==> config.mk <==
export PLATFORM = sky130hd
export DESIGN_NAME = sdrcfg_regs
export DESIGN_NICKNAME = d
export VERILOG_FILES = /design/src/common/sdrcfg_pkg.sv /design/src/verilog/sdrcfg_dll_status.sv /design/src/verilog/sdrcfg_regs.sv
export SDC_FILE = /design/constraint.sdc
export NUM_CORES = 1
export LEC_CHECK = 0
export BUFFER_PORTS_ARGS = -buffer_cell sky130_fd_sc_hd__buf_4
export CAP_MARGIN = 20
export CORE_MARGIN = 3
export CORE_UTILIZATION = 40
export DETAILED_ROUTE_END_ITERATION = 8
export PLACE_DENSITY = 0.69
export SYNTH_ARGS = -nofsm -noshare
export SYNTH_HDL_FRONTEND = slang
export SYNTH_SLANG_ARGS = --single-unit
==> constraint.sdc <==
create_clock -name i_sys_clk -period 4.2 [get_ports i_sys_clk]
set_clock_uncertainty 0.2 [all_clocks]
set_input_delay 0.21 -clock i_sys_clk [delete_from_list [all_inputs] [get_ports i_sys_clk]]
set_output_delay 0.21 -clock i_sys_clk [all_outputs]
set_load 0.01 [all_outputs]
==> src/common/sdrcfg_pkg.sv <==
// Purpose: Shared constants and types for the SDRAM status/configuration register bank
// Assumes: APB slave with 32-bit data, one aligned word per register
// Notes:   Offsets are byte addresses within the bank
package sdrcfg_pkg;

    localparam logic [11:0] OFS_STATUS = 12'h004;
    localparam logic [11:0] OFS_CONFIG = 12'h008;

    // Status register field
    localparam int BIT_DLL_READY = 2;

    // Configuration register fields
    localparam int BIT_BANK_POS     = 26;
    localparam int BIT_MOBILE_EN    = 25;
    localparam int BIT_DRIVE_HI     = 24;
    localparam int BIT_UNLOCK       = 23;
    localparam int BIT_DIFF_STROBE  = 22;
    localparam int BIT_DDR2_EN      = 20;
    localparam int BIT_DRIVE_LO     = 18;
    localparam int BIT_DDR_EN       = 17;
    localparam int BIT_SDRAM_EN     = 16;
    localparam int BIT_TIM_UNLOCK   = 15;
    localparam int BIT_NARROW       = 14;
    localparam int POS_CAS          = 9;
    localparam int POS_INTERNAL_BANK_COUNT        = 4;
    localparam int POS_PAGE         = 0;

    // Writable bits; everything else is reserved and reads zero
    localparam logic [31:0] CFG_RW_MASK    = 32'h07d7_ce77;
    // Bits that only change while the unlock bit holds 1
    localparam logic [31:0] CFG_PROT_MASK  = 32'h0357_0000;
    // Bits whose change starts memory initialization
    localparam logic [31:0] CFG_INIT_MASK  = 32'h0104_0e77;
    localparam logic [31:0] CFG_RESET      = 32'h0013_4a20;

    typedef struct packed {
        logic       bank_position_select;
        logic       mobile_memory_enable;
        logic [1:0] drive_strength;
        logic       differential_strobe_select;
        logic       second_gen_enable;
        logic       double_rate_enable;
        logic       sync_dram_enable;
        logic       timing_write_unlock;
        logic       narrow_bus_select;
        logic [2:0] cas_latency;
        logic [2:0] internal_bank_count;
        logic [2:0] column_page_size;
    } sdrcfg_fields_s;

endpackage

==> src/verilog/sdrcfg_dll_status.sv <==
// Purpose: Registered DLL ready indication
// Assumes: DLL level inputs synchronous to i_sys_clk
// Notes:   Ready only when powered, out of reset and locked
`timescale 1ns/1ps
module sdrcfg_dll_status (
    input  wire logic i_sys_clk,
    input  wire logic i_nrst,
    input  wire logic i_dll_powered,
    input  wire logic i_dll_in_reset,
    input  wire logic i_dll_locked,
    output logic      o_dll_ready
);
    always_ff @(posedge i_sys_clk) begin
        if (!i_nrst) begin
            o_dll_ready <= 1'b0;
        end else begin
            o_dll_ready <= i_dll_powered & ~i_dll_in_reset & i_dll_locked;
        end
    end
endmodule

==> src/verilog/sdrcfg_regs.sv <==
// Purpose: SDRAM status and configuration registers behind an APB slave
// Assumes: Single clock, synchronous active-low reset, DLL levels synchronous
// Notes:   Init request is a one-cycle pulse; the sequence itself lives elsewhere
//
// Contract
// - The DLL ready status bit 2 reads 1 only while the DLL is powered, out of reset and locked.
// - A write changing drive strength, CAS latency, bank count or page size launches memory initialization.
// - Bank position bit 26 selects normal (0) or special partial-self-refresh (1) address mapping.
// - Mobile enable bit 25 enables mobile memory operation when 1.
// - Unlock bit 23 gates writes to drive strength and the four memory-type enables; they change only while it holds 1.
// - Strobe select bit 22 chooses single-ended (0) or differential (1) strobes and is writable only while unlocked.
// - DDR2 enable bit 20 enables DDR2 operation when 1.
// - Bit 24 is the upper bit of the two-bit drive strength field, whose lower bit is bit 18.
// - Drive strength encodes memory output impedance: DDR2 normal/weak, mobile full/half/quarter/eighth.
// - Timing unlock bit 15 permits changes to the timing registers when 1 and blocks them when 0.
`timescale 1ns/1ps
module sdrcfg_regs (
    input  wire logic                        i_sys_clk,
    input  wire logic                        i_nrst,
    input  wire logic                        i_psel,
    input  wire logic                        i_penable,
    input  wire logic                        i_pwrite,
    input  wire logic [11:0]                 i_paddr,
    input  wire logic [31:0]                 i_pwdata,
    output logic      [31:0]                 o_prdata,
    output logic                             o_pready,
    output logic                             o_pslverr,
    input  wire logic                        i_dll_powered,
    input  wire logic                        i_dll_in_reset,
    input  wire logic                        i_dll_locked,
    output sdrcfg_pkg::sdrcfg_fields_s       o_cfg,
    output logic                             o_init_start
);

    typedef enum logic [0:0] {
        ST_IDLE = 1'b0,
        ST_DONE = 1'b1
    } sdrcfg_bus_e;

    sdrcfg_bus_e  state;
    logic [31:0]  cfg;
    logic [31:0]  next_cfg;
    logic         dll_ready;
    logic         access;
    logic         wr_cfg;
    logic         hit;
    // Value the register holds after this edge, so o_cfg matches cfg cycle for cycle outside reset, where o_cfg clears to zero
    logic [31:0]  cfg_now;

    // Address decode for the error reply; the read mux compares the offsets itself.
    // Only the two mapped words answer without an error; every other
    // offset in the 4 KiB window gets pslverr and reads as zero.
    // Writes to the status word are dropped silently, since it has
    // no storage of its own behind it.
    function automatic logic addr_hit(input logic [11:0] a);
        addr_hit = (a == sdrcfg_pkg::OFS_STATUS) || (a == sdrcfg_pkg::OFS_CONFIG);
    endfunction

    sdrcfg_dll_status u_dll (
        .i_sys_clk      (i_sys_clk),
        .i_nrst         (i_nrst),
        .i_dll_powered  (i_dll_powered),
        .i_dll_in_reset (i_dll_in_reset),
        .i_dll_locked   (i_dll_locked),
        .o_dll_ready    (dll_ready)
    );

    // Access phase answered once; one wait state keeps pready registered
    assign access = i_psel & i_penable & (state == ST_IDLE);
    assign hit    = addr_hit(i_paddr);
    assign wr_cfg = access & i_pwrite & (i_paddr == sdrcfg_pkg::OFS_CONFIG);
    assign cfg_now = wr_cfg ? next_cfg : cfg;

    always_ff @(posedge i_sys_clk) begin
        if (!i_nrst) begin
            state <= ST_IDLE;
        end else begin
            case (state)
                ST_IDLE: begin
                    if (access) begin
                        state <= ST_DONE;
                    end
                end
                ST_DONE: begin
                    state <= ST_IDLE;
                end
                default: begin
                    state <= ST_IDLE;
                end
            endcase
        end
    end

    // Protected bits follow the write only while the stored unlock bit is 1
    always_comb begin
        logic [31:0] keep;
        keep = sdrcfg_pkg::CFG_PROT_MASK | (32'h1 << sdrcfg_pkg::BIT_DIFF_STROBE);
        if (cfg[sdrcfg_pkg::BIT_UNLOCK]) begin
            keep = 32'h0000_0000;
        end
        next_cfg = ((i_pwdata & ~keep) | (cfg & keep)) & sdrcfg_pkg::CFG_RW_MASK;
    end

    always_ff @(posedge i_sys_clk) begin
        if (!i_nrst) begin
            cfg <= sdrcfg_pkg::CFG_RESET;
        end else if (wr_cfg) begin
            cfg <= next_cfg;
        end
    end

    always_ff @(posedge i_sys_clk) begin
        if (!i_nrst) begin
            o_init_start <= 1'b0;
        end else begin
            o_init_start <= wr_cfg && (((next_cfg ^ cfg) & sdrcfg_pkg::CFG_INIT_MASK) != 32'h0000_0000);
        end
    end

    always_ff @(posedge i_sys_clk) begin
        if (!i_nrst) begin
            o_pready  <= 1'b0;
            o_pslverr <= 1'b0;
            o_prdata  <= 32'h0000_0000;
        end else begin
            o_pready  <= access;
            o_pslverr <= access & ~hit;
            o_prdata  <= 32'h0000_0000;
            if (access && !i_pwrite) begin
                if (i_paddr == sdrcfg_pkg::OFS_STATUS) begin
                    o_prdata[sdrcfg_pkg::BIT_DLL_READY] <= dll_ready;
                end else if (i_paddr == sdrcfg_pkg::OFS_CONFIG) begin
                    o_prdata <= cfg;
                end
            end
        end
    end

    always_ff @(posedge i_sys_clk) begin
        if (!i_nrst) begin
            o_cfg <= '0;
        end else begin
            o_cfg.bank_position_select       <= next_or_cfg(sdrcfg_pkg::BIT_BANK_POS);
            o_cfg.mobile_memory_enable       <= next_or_cfg(sdrcfg_pkg::BIT_MOBILE_EN);
            o_cfg.drive_strength             <= {next_or_cfg(sdrcfg_pkg::BIT_DRIVE_HI),
                                                 next_or_cfg(sdrcfg_pkg::BIT_DRIVE_LO)};
            o_cfg.differential_strobe_select <= next_or_cfg(sdrcfg_pkg::BIT_DIFF_STROBE);
            o_cfg.second_gen_enable          <= next_or_cfg(sdrcfg_pkg::BIT_DDR2_EN);
            o_cfg.double_rate_enable         <= next_or_cfg(sdrcfg_pkg::BIT_DDR_EN);
            o_cfg.sync_dram_enable           <= next_or_cfg(sdrcfg_pkg::BIT_SDRAM_EN);
            o_cfg.timing_write_unlock        <= next_or_cfg(sdrcfg_pkg::BIT_TIM_UNLOCK);
            o_cfg.narrow_bus_select          <= next_or_cfg(sdrcfg_pkg::BIT_NARROW);
            o_cfg.cas_latency                <= cfg_now[sdrcfg_pkg::POS_CAS +: 3];
            o_cfg.internal_bank_count        <= cfg_now[sdrcfg_pkg::POS_INTERNAL_BANK_COUNT +: 3];
            o_cfg.column_page_size           <= cfg_now[sdrcfg_pkg::POS_PAGE +: 3];
        end
    end

    // Reads the post-edge value so the exported fields never lag a write
    function automatic logic next_or_cfg(input int b);
        next_or_cfg = cfg_now[b];
    endfunction

endmodule
Yosys cells after proc, flatten, opt, wreduce, memory -nomap -nowiden
Cells that the tools add are included.
W data, S select, Z words.

cells by class
  equality and inequality tests = 2
  mux-type cells = 6
  bitwise logic cells = 18
  reductions and logical operators = 7

operators by type and width
  cell                   count
  $reduce_bool A32 Y1    1
  $and A27 B26 Y27       1
  $and A27 B27 Y27       1
  $mux W27               1
  $not A26 Y27           1
  $or A27 B27 Y27        1
  $mux W26               1
  $xor A25 B25 Y25       1
  $eq A12 B3 Y1 const B  1
  $eq A12 B4 Y1 const B  1
  $and A1 B1 Y1          7
  $not A1 Y1             6
  $reduce_or A4 Y1       1
  $mux W3                1
  $logic_and A1 B1 Y1    2
  $mux W1                2
  $pmux W1 S2            1
  $reduce_and A2 Y1      1
  $logic_not A1 Y1       1
  $logic_or A1 B1 Y1     1

word-level totals
  flip-flop bits (word level) = 64
  input bits = 52
  output and inout port bits = 54
  logic and storage cells = 54

Depth between registers and ports, before layout
  depth in word-level cells = 7
  gate-level depth with buffers = 7
  mapped depth without buffers = 4

By module
Synthesis repeated with hierarchy kept, for this count alone.

unflattened totals
  cells, all modules = 222
  area, all modules = 2119.5 um^2

by module, submodules not included
  module             instances  cells each  area an instance (um^2)  seq. area each (um^2)
  sdrcfg_regs        1          220         2089.5                   1021.0
  sdrcfg_dll_status  1          2           30.0                     20.0

Worst setup path after synthesis
Ideal clock, no wire load.

  path kind = input to register
  from = input port i_paddr[1]
  to = register cfg[11]
  setup time = 0.141 ns
  data arrival time = 1.300 ns
  data required time = 3.859 ns
  path slack = 2.559 ns
  stages = 7
  path buffers = 3
  cell sequence = nor4_2 and4_1 buf_4 and2_4 buf_6 buf_6 o211ai_1

between the ends
  cells in the longest elaborated chain, start to end = 3

ends and longest elaborated chain
  what                    RTL line            text
  start: declaration      sdrcfg_regs.sv:23   input wire logic [11:0] i_paddr,
  $eq A12 B4 Y1           sdrcfg_regs.sv:71   assign wr_cfg = access & i_pwrite & (i_paddr == sdrcfg_pkg::OFS_CONFIG);
  $and A1 B1 Y1           sdrcfg_regs.sv:71
  $mux W27                -
  end signal: assignment  sdrcfg_regs.sv:106  cfg <= sdrcfg_pkg::CFG_RESET;
  end signal: assignment  sdrcfg_regs.sv:108  cfg <= next_cfg;
  end: declaration        sdrcfg_regs.sv:41   logic [31:0] cfg;

Every way passes these cells.
A chain may end at the register's enable or synchronous reset.

Worst setup path in the final report
  from = input port i_pwrite
  to = register o_cfg[9] (netlist name)

between the ends
  cells in the longest elaborated chain, start to end = 3

ends and longest elaborated chain
  what                        RTL line           text
  start: declaration          sdrcfg_regs.sv:22  input wire logic i_pwrite,
  $and A1 B1 Y1 (2 in a row)  sdrcfg_regs.sv:71
  $mux W27                    -
  end: declaration            sdrcfg_regs.sv:31  output sdrcfg_pkg::sdrcfg_fields_s o_cfg,

Every way passes these cells.

==> metrics.md <==
| Metric | Value |
|---|---|
| Outcome | `finished, final reports clean` |
| Root Buffer | `clkbuf_8` |
| Primary FF master, synth | `dfxtp_1` |
| Hold_ws | `0.08996 ns` |
| Critical Path Slowest Stage Cell | `and3_1` |
| Final nets | `360` |
| Ys async rst share | `0%` |
| DP Worst Slack | `1.927 ns` |
| Commonest cells post-synth | `52 x dfxtp_1, 27 x nand2_1, 25 x buf_4` |
| Post-synth EDFFs | `0` |
| Critical Path AT | `between 2 and 2.5 ns` |
| Crit end category | `flip-flop` |
| Post-CTS Setup Inserts | `0` |
| Num ports | `between 100 and 150` |
| Leak Pwr | `roughly 0.0013 uW` |
| Post-synthesis sequential area ratio | `49.11%` |
| Post-synthesis adder-cell area fraction | `0%` |
| CTS clk-pin slew, worst paths | `0.09 ns` |
| CTS tree | `yes` |
| RSZ-0062 raised after global routing | `no` |
| FF+latch count, synth | `52` |
| I/O Buffers | `81` |
| Crit Path Class | `input pin to flip-flop` |
| Most numerous cell in the Yosys netlist | `dfxtp_1` |
| Largest family of logic cells by synthesized area | `simple AND/OR/NAND/NOR gates` |
| Row cnt | `25` |
| Total GRT Usage | `15.31%` |
| Final Hold Viols | `0` |
| DRC errors left | `0` |
| Worst hold path class | `input pin to flip-flop` |
| Post-route minimum period | `2.046 ns` |
| Initial antenna violation count | `0` |
| Fin crit share | `between 40 and 50%` |
| Setup WS post-layout | `2.154 ns` |
| Post-synthesis instance total | `roughly 220` |
| Finish-stage setup viols | `0` |
| Synth Area in Simple Gates | `22.55%` |
| Slew Limit Fails | `0` |
| Detailed router's first-iteration violation count | `123` |
| Largest net degree at the start of global routing | `48` |
| Vias/cell | `between 4 and 5` |
| CTS buffer count | `5` |
| Grt ovf | `0` |
| Critical Path, Cell by Cell | `dlygate4sd3_1 > buf_4 > and3_1 > and2_4 > mux2i_1` |
| N_diodes | `0` |
| Antenna-violating nets left | `0` |
| Die area | `6209 sq um` |
| Vias | `approximately 1700` |
| Peak supply drop | `141.3 uV` |
| Post-synthesis xor/xnor area fraction | `4.545%` |
| Worst path max stage delay | `0.58 ns` |
| Yosys warns | `0` |
| DP HPWL | `3126 microns` |
| Worst-Skew Late Latency | `0.30 ns` |
| First-pass GRT wire length | `7521 microns` |
| Initial core utilization | `43.16%` |
| Die Y-Extent | `78.80 microns` |
| Mean post-synth cell area | `9.547 sq um` |
| Die width | `78.80 microns` |
| Vias in the first global route | `1640` |
| Fin area | `2907 sq um` |
| Area delta synth->final | `37.13%` |
| Relative slew slack | `45.85%` |
| Distinct cells, synth | `33` |
| Placed Area | `2599 sq um` |
| CP startpoint kind | `input pin` |
| Achievable Freq | `between 400 and 500 MHz` |
| Layout cells sized above 1 | `29.87%` |
| H-tree depth | `2` |
| Post-synthesis compound-gate area fraction | `6.612%` |
| Mapped cell area | `roughly 2100 sq um` |
| Post-Route WL | `4652 microns` |
| Slew @ Worst Pin | `0.8062 ns` |
| CP Max Fanout | `18` |
| Top-area cell type share of the netlist area | `49.11%` |
| Setup TNS | `0 ns` |
| Core ar. | `just under 5000 sq um` |
| Mux cell area share after synthesis | `between 3 and 4%` |
| Synth area leaders | `dfxtp_1 49%, buf_4 8.9%, and2_1 5.6%, nand2_1 4.8%, nand4_1 4.4%` |
| CP Buf/Inv Count | `2` |
| Routed wire per std cell | `around 12 microns` |
| Drt first pass iters | `4` |
| Max Root-Sink Buffers | `2` |
| Routability cong. | `0.7741` |
| Worst EP required | `4.23 ns` |
| Dominant cell type by area after synthesis | `dfxtp_1` |
| PD cells | `293.0 nW/um^2` |
| Max Cap Violations | `0` |
| Top delay family on crit path | `simple AND/OR/NAND/NOR gates` |
| # clock sinks | `52` |
-- sequential cells by signal, indices dropped and copies added (netlist names), named ones only --
register and count:
o_prdata 20, o_cfg 7, state 1, u_dll.o_dll_ready 1, o_pslverr 1, o_pready 1, o_init_start 1, cfg 18
-- layout by cell type, fill, tap and decap left out, types with 3 or more instances in the layout --
cell type	count
inv_1	7
clkbuf_8	5
nand3_1	7
conb_1	12
nand2_1	27
buf_4	81
xnor2_1	9
dfxtp_1	52
o211ai_1	4
nor2_1	4
nand4_1	15
and2_1	19
mux2i_1	8
dlygate4sd3_1	23
a21boi_0	3
o21ai_0	13
-- routing by layer --
layer | GRT usage [%] | wire length [microns]
met3 | 4.308 | 416
met5 | 0 | 0
met4 | 5.245 | 63
met2 | 26.32 | 2229
met1 | 18.28 | 1943
-- worst reg2reg max path, stage by stage (launching register included) --
cell     delay (ns)
dfxtp_1        0.30
and3b_1        0.23
and3_1         0.60
and2_4         0.40
mux2i_1        0.22
-- area by class of cell --
type                       instances  area (sq um)
clock buffer                       6         72.57
clock inverter                     1         5.005
sequential                        52          1041
fill                             434          2004
multi-input combinational        138         839.6
inverter                           7         26.28
tap                               67         83.83
timing repair buffer             104         838.3
-- report_power, final --
group          switching (uW)  internal (uW)  total (uW)
Combinational            35.7           50.4        86.1
Clock                     153            114         266
Sequential               1.44            498         499
Total                     190            662         852
-- worst paths after layout --
path | from | to | slack [ns] | depth (start not counted)
setup reg to reg | state$_SDFF_PP0_ | o_cfg[9]$_SDFF_PN0_ | 2.18 | 4
setup / recovery | i_pwrite | o_cfg[9]$_SDFF_PN0_ | 2.15 | 5
hold reg to reg | cfg[20]$_SDFF_PN1_ | o_prdata[20]$_SDFF_PP0_ | 0.26 | 1
hold / removal | i_paddr[3] | o_prdata[2]$_SDFF_PN0_ | 0.09 | 4
-- kinds of logic (layout without fill, tap and decap cells) --
logic type,after synthesis,after routing
other,1,12
DFF,52,52
AOI/OAI and AO/OA,23,23
xor gates and xnor gates,11,11
and+or+nand+nor,84,84
buffers and inverters,43,118
muxes,8,8
-- what timing repair did --
action | CTS | global route
endpoints found under the hold margin | 26 | 0
gates resized for setup | 0 | 0
hold buffers | 23 | 0
-- through the flow --
step / std cells / total power [uW] / utilization, %
floorplan: 233 / 546.7 / -
global placement: 345 / 578.7 / 52.92
detailed placement: 345 / 579.4 / 52.92
CTS: 375 / 859.7 / 59.18
global route: 375 / 889.7 / 59.18
finish: 375 / 851.5 / 59.18
No activity file was read; power rests on OpenSTA's default activity.
